`src/include/sif_pkg.sv`:
```
// Function
// - Switch input open selects first, closed second
// - Position: open inhibit input drops command pulses
// - Inhibit setting 0 makes inhibit input effective
// - Velocity: input is bit of 3-bit speed code
// - Settings 1,3,5 velocity use analog speed command
// - Command conditioned by gain, reversal, offset, filter
// - Torque selection 0 ignores analog in torque
// - Torque selection 1 uses analog as limit; the code does this in setting 5 only, not in settings 2 and 4
// - Limit uses gain, offset, filter, no reversal
// - Analog sample is 16-bit signed result
// - Switching mode: function only in its mode
package sif_pkg;

  // ------------------------------------------------------------
  // Register map
  // ------------------------------------------------------------
  localparam int ADDR_W = 8;
  localparam int DATA_W = 32;
  localparam logic [7:0] REG_CTRL_MODE = 8'h00;
  localparam logic [7:0] REG_INH_EN = 8'h04;
  localparam logic [7:0] REG_TRQ_SEL = 8'h08;
  localparam logic [7:0] REG_GAIN = 8'h0C;
  localparam logic [7:0] REG_REVERSE = 8'h10;
  localparam logic [7:0] REG_OFFSET = 8'h14;
  localparam logic [7:0] REG_FILTER = 8'h18;
  localparam logic [7:0] REG_STATUS = 8'h1C;
  localparam logic [7:0] REG_VEL_CMD = 8'h20;
  localparam logic [7:0] REG_SPD_LIM = 8'h24;
  localparam logic [7:0] REG_PULSE_CNT = 8'h28;

  // ------------------------------------------------------------
  // Reset values and field layout
  // ------------------------------------------------------------
  localparam logic [2:0] RST_CTRL_MODE = 3'h0;
  localparam logic RST_INH_EN = 1'b1;
  localparam logic RST_TRQ_SEL = 1'b0;
  localparam logic [15:0] RST_GAIN = 16'h0100;
  localparam logic RST_REVERSE = 1'b0;
  localparam logic [15:0] RST_OFFSET = 16'h0000;
  localparam logic [3:0] RST_FILTER = 4'h0;
  localparam int GAIN_FRAC = 8;
  localparam int SMP_W = 16;
  localparam int STAT_MODE_LSB = 0;
  localparam int STAT_CODE_LSB = 4;
  localparam int STAT_LIM_BIT = 8;
  localparam int STAT_VEL_BIT = 9;

  // ------------------------------------------------------------
  // Control mode settings
  // ------------------------------------------------------------
  localparam logic [2:0] CM_POS = 3'h0;
  localparam logic [2:0] CM_VEL = 3'h1;
  localparam logic [2:0] CM_TRQ = 3'h2;
  localparam logic [2:0] CM_POS_VEL = 3'h3;
  localparam logic [2:0] CM_POS_TRQ = 3'h4;
  localparam logic [2:0] CM_VEL_TRQ = 3'h5;

  typedef enum logic [1:0] {
    ACT_NONE,
    ACT_POS,
    ACT_VEL,
    ACT_TRQ
  } sif_act_t;

endpackage

```
`src/rtl/sif_top.sv`:
```
// The placing of the registers and the plain strobed port were chosen for this implementation.
`timescale 1ns/1ps
module sif_top import sif_pkg::*; (
  input wire logic ref_clk_i,
  input wire logic rst_b_i,
  input wire logic [ADDR_W-1:0] reg_addr_i,
  input wire logic [DATA_W-1:0] reg_wdata_i,
  input wire logic reg_wr_i,
  input wire logic reg_rd_i,
  output logic [DATA_W-1:0] reg_rdata_o,
  input wire logic mode_sw_closed_i,
  input wire logic inhibit_sel0_closed_i,
  input wire logic sel1_closed_i,
  input wire logic sel2_closed_i,
  input wire logic cmd_pulse_i,
  input wire logic adc_valid_i,
  input wire logic [SMP_W-1:0] adc_data_i,
  output logic [1:0] active_mode_o,
  output logic cmd_pulse_o,
  output logic [2:0] speed_code_o,
  output logic speed_code_valid_o,
  output logic [SMP_W-1:0] velocity_cmd_o,
  output logic velocity_cmd_valid_o,
  output logic [SMP_W-1:0] speed_limit_o,
  output logic speed_limit_valid_o
);

  // ------------------------------------------------------------
  // Helpers
  // ------------------------------------------------------------
  function automatic logic [SMP_W-1:0] sat16(input logic signed [33:0] v);
    logic signed [33:0] hi;
    logic signed [33:0] lo;
    hi = 34'sh7FFF;
    lo = -34'sh8000;
    if (v > hi) begin
      sat16 = 16'h7FFF;
    end else if (v < lo) begin
      sat16 = 16'h8000;
    end else begin
      sat16 = v[SMP_W-1:0];
    end
  endfunction

  function automatic logic [SMP_W-1:0] neg16(input logic [SMP_W-1:0] v);
    neg16 = sat16(-{{18{v[SMP_W-1]}}, v});
  endfunction

  // ------------------------------------------------------------
  // Settings
  // ------------------------------------------------------------
  logic [2:0] ctrl_mode_r;
  logic inh_en_r;
  logic trq_sel_r;
  logic [15:0] gain_r;
  logic reverse_r;
  logic [15:0] offset_r;
  logic [3:0] filter_r;

  always_ff @(posedge ref_clk_i) begin
    if (!rst_b_i) begin
      ctrl_mode_r <= RST_CTRL_MODE;
      inh_en_r <= RST_INH_EN;
      trq_sel_r <= RST_TRQ_SEL;
      gain_r <= RST_GAIN;
      reverse_r <= RST_REVERSE;
      offset_r <= RST_OFFSET;
      filter_r <= RST_FILTER;
    end else if (reg_wr_i) begin
      unique case (reg_addr_i)
        REG_CTRL_MODE: ctrl_mode_r <= reg_wdata_i[2:0];
        REG_INH_EN: inh_en_r <= reg_wdata_i[0];
        REG_TRQ_SEL: trq_sel_r <= reg_wdata_i[0];
        REG_GAIN: gain_r <= reg_wdata_i[15:0];
        REG_REVERSE: reverse_r <= reg_wdata_i[0];
        REG_OFFSET: offset_r <= reg_wdata_i[15:0];
        REG_FILTER: filter_r <= reg_wdata_i[3:0];
        default: ;
      endcase
    end
  end

  // ------------------------------------------------------------
  // Pin synchronisers
  // ------------------------------------------------------------
  logic [4:0] pin_s1_r;
  logic [4:0] pin_s2_r;
  logic pulse_d_r;

  always_ff @(posedge ref_clk_i) begin
    if (!rst_b_i) begin
      pin_s1_r <= 5'h00;
      pin_s2_r <= 5'h00;
      pulse_d_r <= 1'b0;
    end else begin
      pin_s1_r <= {cmd_pulse_i, sel2_closed_i, sel1_closed_i,
                   inhibit_sel0_closed_i, mode_sw_closed_i};
      pin_s2_r <= pin_s1_r;
      pulse_d_r <= pin_s2_r[4];
    end
  end

  logic mode_sw_s;
  logic inh_s;
  logic sel1_s;
  logic sel2_s;
  logic pulse_rise;

  assign mode_sw_s = pin_s2_r[0];
  assign inh_s = pin_s2_r[1];
  assign sel1_s = pin_s2_r[2];
  assign sel2_s = pin_s2_r[3];
  assign pulse_rise = pin_s2_r[4] & ~pulse_d_r;

  // ------------------------------------------------------------
  // Active control mode
  // ------------------------------------------------------------
  sif_act_t act_nxt;
  sif_act_t act_r;

  always_comb begin
    act_nxt = ACT_NONE;
    unique case (ctrl_mode_r)
      CM_POS: act_nxt = ACT_POS;
      CM_VEL: act_nxt = ACT_VEL;
      CM_TRQ: act_nxt = ACT_TRQ;
      CM_POS_VEL: act_nxt = mode_sw_s ? ACT_VEL : ACT_POS;
      CM_POS_TRQ: act_nxt = mode_sw_s ? ACT_TRQ : ACT_POS;
      CM_VEL_TRQ: act_nxt = mode_sw_s ? ACT_TRQ : ACT_VEL;
      default: act_nxt = ACT_NONE;
    endcase
  end

  always_ff @(posedge ref_clk_i) begin
    if (!rst_b_i) begin
      act_r <= ACT_NONE;
    end else begin
      act_r <= act_nxt;
    end
  end

  assign active_mode_o = act_r;

  // ------------------------------------------------------------
  // Position pulse gate
  // ------------------------------------------------------------
  logic pulse_ok;
  logic [DATA_W-1:0] pulse_cnt_r;

  assign pulse_ok = (act_r == ACT_POS) && (inh_en_r || inh_s);

  always_ff @(posedge ref_clk_i) begin
    if (!rst_b_i) begin
      cmd_pulse_o <= 1'b0;
      pulse_cnt_r <= '0;
    end else begin
      cmd_pulse_o <= pulse_rise && pulse_ok;
      if (pulse_rise && pulse_ok) begin
        pulse_cnt_r <= pulse_cnt_r + 32'h0000_0001;
      end
    end
  end

  // ------------------------------------------------------------
  // Internal speed selection
  // ------------------------------------------------------------
  always_ff @(posedge ref_clk_i) begin
    if (!rst_b_i) begin
      speed_code_o <= 3'h0;
      speed_code_valid_o <= 1'b0;
    end else if (act_r == ACT_VEL) begin
      speed_code_o <= {sel2_s, sel1_s, inh_s};
      speed_code_valid_o <= 1'b1;
    end else begin
      speed_code_o <= 3'h0;
      speed_code_valid_o <= 1'b0;
    end
  end

  // ------------------------------------------------------------
  // Analog speed input conditioning
  // ------------------------------------------------------------
  logic [SMP_W-1:0] offs_r;
  logic offs_vld_r;
  logic [SMP_W-1:0] scaled_r;
  logic scaled_vld_r;
  logic [SMP_W-1:0] filt_r;
  logic signed [33:0] offs_sum;
  logic signed [33:0] prod;
  logic signed [33:0] step;

  assign offs_sum = 34'(signed'(adc_data_i)) + 34'(signed'(offset_r));
  assign prod = (34'(signed'(offs_r)) * 34'(signed'(gain_r))) >>> GAIN_FRAC;
  assign step = (34'(signed'(scaled_r)) - 34'(signed'(filt_r))) >>> filter_r;

  always_ff @(posedge ref_clk_i) begin
    if (!rst_b_i) begin
      offs_r <= 16'h0000;
      offs_vld_r <= 1'b0;
      scaled_r <= 16'h0000;
      scaled_vld_r <= 1'b0;
      filt_r <= 16'h0000;
    end else begin
      offs_vld_r <= adc_valid_i;
      scaled_vld_r <= offs_vld_r;
      if (adc_valid_i) begin
        offs_r <= sat16(offs_sum);
      end
      if (offs_vld_r) begin
        scaled_r <= sat16(prod);
      end
      if (scaled_vld_r) begin
        filt_r <= sat16(34'(signed'(filt_r)) + step);
      end
    end
  end

  // ------------------------------------------------------------
  // Velocity command and speed limit routing
  // ------------------------------------------------------------
  logic vel_use;
  logic lim_use;

  assign vel_use = (act_r == ACT_VEL) && ((ctrl_mode_r == CM_VEL)
                   || (ctrl_mode_r == CM_POS_VEL) || (ctrl_mode_r == CM_VEL_TRQ));
  assign lim_use = (act_r == ACT_TRQ) && (ctrl_mode_r == CM_VEL_TRQ)
                   && trq_sel_r;

  always_ff @(posedge ref_clk_i) begin
    if (!rst_b_i) begin
      velocity_cmd_o <= 16'h0000;
      velocity_cmd_valid_o <= 1'b0;
    end else if (vel_use) begin
      velocity_cmd_o <= reverse_r ? neg16(filt_r) : filt_r;
      velocity_cmd_valid_o <= 1'b1;
    end else begin
      velocity_cmd_o <= 16'h0000;
      velocity_cmd_valid_o <= 1'b0;
    end
  end

  always_ff @(posedge ref_clk_i) begin
    if (!rst_b_i) begin
      speed_limit_o <= 16'h0000;
      speed_limit_valid_o <= 1'b0;
    end else if (lim_use) begin
      speed_limit_o <= filt_r;
      speed_limit_valid_o <= 1'b1;
    end else begin
      speed_limit_o <= 16'h0000;
      speed_limit_valid_o <= 1'b0;
    end
  end

  // ------------------------------------------------------------
  // Register read port
  // ------------------------------------------------------------
  logic [DATA_W-1:0] rd_nxt;

  always_comb begin
    rd_nxt = '0;
    unique case (reg_addr_i)
      REG_CTRL_MODE: rd_nxt[2:0] = ctrl_mode_r;
      REG_INH_EN: rd_nxt[0] = inh_en_r;
      REG_TRQ_SEL: rd_nxt[0] = trq_sel_r;
      REG_GAIN: rd_nxt[15:0] = gain_r;
      REG_REVERSE: rd_nxt[0] = reverse_r;
      REG_OFFSET: rd_nxt[15:0] = offset_r;
      REG_FILTER: rd_nxt[3:0] = filter_r;
      REG_STATUS: begin
        rd_nxt[STAT_MODE_LSB +: 2] = act_r;
        rd_nxt[STAT_CODE_LSB +: 3] = speed_code_o;
        rd_nxt[STAT_LIM_BIT] = speed_limit_valid_o;
        rd_nxt[STAT_VEL_BIT] = velocity_cmd_valid_o;
      end
      REG_VEL_CMD: rd_nxt[15:0] = velocity_cmd_o;
      REG_SPD_LIM: rd_nxt[15:0] = speed_limit_o;
      REG_PULSE_CNT: rd_nxt = pulse_cnt_r;
      default: rd_nxt = '0;
    endcase
  end

  always_ff @(posedge ref_clk_i) begin
    if (!rst_b_i) begin
      reg_rdata_o <= '0;
    end else if (reg_rd_i) begin
      reg_rdata_o <= rd_nxt;
    end else begin
      reg_rdata_o <= '0;
    end
  end

endmodule // sif_top

```
`config.mk`:
```
export PLATFORM = sky130hd
export DESIGN_NAME = sif_top
export DESIGN_NICKNAME = d
export VERILOG_FILES = /design/src/include/sif_pkg.sv /design/src/rtl/sif_top.sv
export SDC_FILE = /design/constraint.sdc
export NUM_CORES = 1
export LEC_CHECK = 0
export BUFFER_PORTS_ARGS = -buffer_cell sky130_fd_sc_hd__buf_4
export CAP_MARGIN = 20
export CORE_ASPECT_RATIO = 2
export CORE_MARGIN = 2
export CORE_UTILIZATION = 60
export CTS_BUF_LIST = sky130_fd_sc_hd__clkbuf_8
export DETAILED_ROUTE_END_ITERATION = 10
export PLACE_DENSITY_LB_ADDON = 0.3
export SYNTH_ARGS = -nofsm -noshare
export SYNTH_HDL_FRONTEND = slang
export SYNTH_SLANG_ARGS = --single-unit
```
`constraint.sdc`:
```
create_clock -name ref_clk_i -period 22 [get_ports ref_clk_i]
set_clock_uncertainty 0.2 [all_clocks]
set_input_delay 3.3 -clock ref_clk_i [delete_from_list [all_inputs] [get_ports ref_clk_i]]
set_output_delay 3.3 -clock ref_clk_i [all_outputs]
set_load 0.01 [all_outputs]
```
==> results by group <==
Setup path
  • Maximum fanout along the worst path: 18
  • Capture point of the worst reg-to-reg path: scaled_r[1]
  • CP Buf/Inv Count: 4
  • Signal arrival time at the worst endpoint: ~9 ns
  • Startpoint-to-endpoint class of the critical path: flop to flop
  • Dominant delay contributor by cell family on the critical path: adder cells
  • Crit start category: flop
  • Most numerous cell on the critical path: fa_1
  • Cell count of the worst reg-to-reg path: 22
  • Standard cell with the maximum stage delay on the critical path: fa_1
  • Required time of the worst setup path: 22.21 ns
  • R2R Path Start: gain_r[2]
  • Worst setup EP type: flop
  • Worst path max stage delay: 0.89 ns
  • Worst reg2reg setup slack: between 10 and 15 ns
  • Chain of cells forming the critical path: and2_1 -> inv_1 -> fa_1 -> inv_1 -> fa_1 -> inv_1 -> fa_1 -> fa_1 -> fa_1 -> fa_1 -> inv_1 -> ha_1 -> and4_1 -> and3_1 -> nand4_1 -> nor3_2 -> nor2_1 -> a221oi_2 -> a21bo_2 -> nand4_2 -> a211oi_4 -> a211oi_1

Cells and area
  • Share of layout cells above drive strength 1: 0.0903
  • Most common library cell in the layout ignoring fill and taps: inv_1
  • Number of nets in the layout: 3,021
  • Number of filler instances in the final layout: 3,021
  • Highest-count cells in the layout ignoring fill and taps: inv_1, nand2_1, fa_1
  • Area Overhead vs Synth: 7.95%

Min path
  • Worst hold path endpoint: speed_code_o[2]
  • Worst hold start: pin_s2_r[3]
  • Min-Delay Path Depth: 1
  • Class of the tightest hold or removal check: flop to flop

Power and ir drop
  • Share of total power consumed by net switching: 0.393
  • Part of the power in registers: 0.357
  • Power Dens Cells: 50.5 mW/mm^2
  • Clock Power Share: 0.257
  • Combinational Power Share: 0.386
  • Internal cell power: about 0.71 mW
  • Net switching component of the power: around 0.46 mW
  • Leakage: 10.6 nW
  • Peak supply drop: slightly below 0.08 mV
  • Total power after layout: 1.17 mW

CTS
  • Clk Latency, worst-skew pair: 0.61 ns
  • Clock Sinks: between 200 and 250
  • Root buffer cell: clkbuf_8
  • CTS tree: built
  • Number of resized instances in the post-cts repair step: 0
  • Count of buffers added by post-CTS timing repair for setup: 0
  • Total clock buffers created by CTS: 27
  • Clock tree buffer depth: 3
  • Max H-tree Level: 1
  • Post-CTS Hold Fix Bufs: 0
  • Clock input transition at the sequential cells of the worst setup and hold paths: 0.08 ns

GRT
  • Global route overflow: 0
  • GRT Total Usage: 0.353
  • Number of antenna violations at the first check in global routing: 2
  • Maximum number of pins on one net before global-route repair: between 60 and 70
  • Vias in the first global route: roughly 19k
  • Wire length of the first global-routing pass: 101,000 um

Logic synthesis
  • Area fraction in and, or, nand and nor cells after synthesis: 0.184
  • Syn Inst Count: 2,499
  • Number of distinct library cells after synthesis: 97
  • Combined area of all synthesized cells: ~0.021 sq mm
  • Mean area per synthesized cell: ~8.6 sq um
  • Share of async-settable or async-resettable flops after synthesis: 0
  • Largest family of logic cells by synthesized area: adder cells
  • Part of the Yosys area used for sequential elements: 0.194
  • Number of enable-type register cells in the synthesized netlist: 0
  • Prevailing post-synth register cell: dfxtp_1
  • Share of synthesized area spent on multiplexers: 0.0135
  • Xor/xnor cell area share of the yosys netlist: 0.0382
  • Area fraction in compound gates after synthesis: 0.155
  • Flip-flop and latch count after synthesis: about 210
  • Synth Net Count: roughly 3.0k
  • Synth Area in Adders: 0.329
  • Yosys warns: 0

Detailed routing
  • Antenna viol nets, final: 0
  • Number of design rule violations left after detail routing: 0
  • Average wire per cell in the routed design: 21.4 um
  • Drt pass-1 iters: 8
  • DRT Wirelength: 64,700 um
  • Number of vias after detailed routing: approximately 18k
  • Count of routing violations after the opening detailed-route iteration: between 1k and 1.5k
  • Via density: 6.07

STA
  • Clock period minus final worst setup slack: 8.76 ns
  • Headroom to the max-slew limit: 0.239
  • Pin slew with the least headroom to its limit: 1.14 ns
  • Worst hold margin: approximately 0.23 ns
  • Fin Setup TNS: 0 ns
  • RSZ-0062 raised after global routing: no
  • Maximum frequency from static timing analysis: between 100 and 150 MHz
  • Total setup violations reported at the end of the flow: 0
  • Period Utilization, post-route: 0.398
  • Max-slew violations: 0
  • Number of hold violations in the final report: 0

Floorplan
  • Row count: 98
  • Die X: ~140 um
  • Height of the die: 272 um
  • Initial Util: 0.604
  • Number of placed I/O pins: ~140
  • Area of the core: 0.0356 sq mm
  • Die ar.: roughly 0.037 sq mm

Placed design
  • Total half-perimeter wirelength after legalization and detailed placement: approximately 50,000 um
  • IO Port Bufs: ~120
  • Gp weighted congestion: between 0.9 and 1

Flow run
  • Number of max-capacitance violations reported: 0

Run status
  • Result of the run: completed
worst reg2reg max path, cell delays in order (launching register included):
cell and delay (ns):
dfxtp_1 0.80, and2_1 0.28, inv_1 0.07, fa_1 0.70, inv_1 0.10, fa_1 0.89
inv_1 0.24, fa_1 0.64, fa_1 0.47, fa_1 0.54, fa_1 0.55, inv_1 0.04
ha_1 0.40, and4_1 0.24, and3_1 0.18, nand4_1 0.11, nor3_2 0.24, nor2_1 0.14
a221oi_2 0.43, a21bo_2 0.25, nand4_2 0.17, a211oi_4 0.77, a211oi_1 0.12
worst max-delay path by stage:
stage	from	to	slack, ns	cells after the start
2_1_floorplan	gain_r[3]	scaled_r[5]	14.60	24
3_3_place_gp	gain_r[2]	scaled_r[4]	13.47	22
3_5_place_dp	gain_r[2]	scaled_r[1]	13.30	22
4_1_cts	gain_r[2]	scaled_r[1]	13.21	22
5_1_grt	gain_r[2]	scaled_r[1]	12.75	22
6_report	gain_r[2]	scaled_r[1]	13.24	22
power by group through the flow:
stage	clock [mW]	sequential [mW]	combinational, mW
floorplan	0	0.405	0.343
global placement	0	0.424	0.427
detailed placement	0	0.425	0.441
CTS	0.303	0.416	0.443
global route	0.318	0.418	0.500
finish	0.300	0.418	0.452
state kept, by name, indices dropped and copies added (netlist names), 4 cells and up:
signal	count
pin_s2_r	5
offs_r	16
pin_s1_r	5
reg_rdata_o	32
gain_r	16
filter_r	4
filt_r	16
offset_r	16
velocity_cmd_o	16
scaled_r	16
pulse_cnt_r	32
speed_limit_o	16
cells in the mapped netlist, types with 19 or more instances:
library cell | n | share of area
mux2i_1 | 20 | 0.0093
a21o_1 | 21 | 0.0073
o21ai_0 | 98 | 0.023
nor2_1 | 119 | 0.021
a21oi_1 | 98 | 0.023
xor2_1 | 21 | 0.0086
xnor2_1 | 69 | 0.028
nand2_1 | 305 | 0.053
and2_1 | 199 | 0.058
a22oi_1 | 34 | 0.012
nor3_1 | 28 | 0.0065
a31oi_1 | 20 | 0.0058
nand3_1 | 42 | 0.0098
dfxtp_1 | 208 | 0.19
inv_1 | 373 | 0.065
clkbuf_1 | 96 | 0.017
a222oi_1 | 19 | 0.0089
ha_1 | 132 | 0.077
fa_1 | 265 | 0.25
nand2b_1 | 20 | 0.0058
a21boi_0 | 42 | 0.015
cells by family after synthesis:
kind of cell / after synthesis
XOR/XNOR: 92
adder cells (fa/ha/maj): 408
flip-flops: 208
buffers and inverters: 488
multiplexers: 26
AO/OA/AOI/OAI: 473
AND/OR/NAND/NOR: 804
layer usage:
metal | vias up | routed length (um) | GRT usage | share of wire
met1 | 8961 | 20200 | 0.341 | 0.31
met5 | - | 0 | 0 | 0
met2 | 767 | 34100 | 0.634 | 0.53
met3 | 318 | 3780 | 0.0536 | 0.058
met4 | 0 | 6660 | 0.305 | 0.10
li1 | 8280 | - | - | -
metrics by stage:
| step | setup WS [ns] | util | cells | cell area, sq um |
|---|---|---|---|---|
| 6_report | 13.24 | 0.652 | 3021 | 23200 |
| 5_1_grt | 12.75 | 0.652 | 3021 | 23200 |
| 4_1_cts | 13.21 | 0.652 | 3019 | 23200 |
| 3_5_place_dp | 13.30 | 0.637 | 2978 | 22700 |
| 3_3_place_gp | 13.47 | 0.637 | 2978 | 22700 |
| 2_1_floorplan | 14.60 | - | 2499 | 21500 |
final cells by class:
class	instances	area (sq um)	area share
Multi-Input combinational cell	1803	15500	0.667
Tap cell	450	563	0.0243
Clock buffer	30	413	0.0178
Sequential cell	208	4160	0.180
Antenna cell	1	2.50	0.000108
Clock inverter	11	109	0.00469
Timing Repair Buffer	140	1050	0.0453
Inverter	378	1420	0.0612
(Power assumes the default switching activity.)
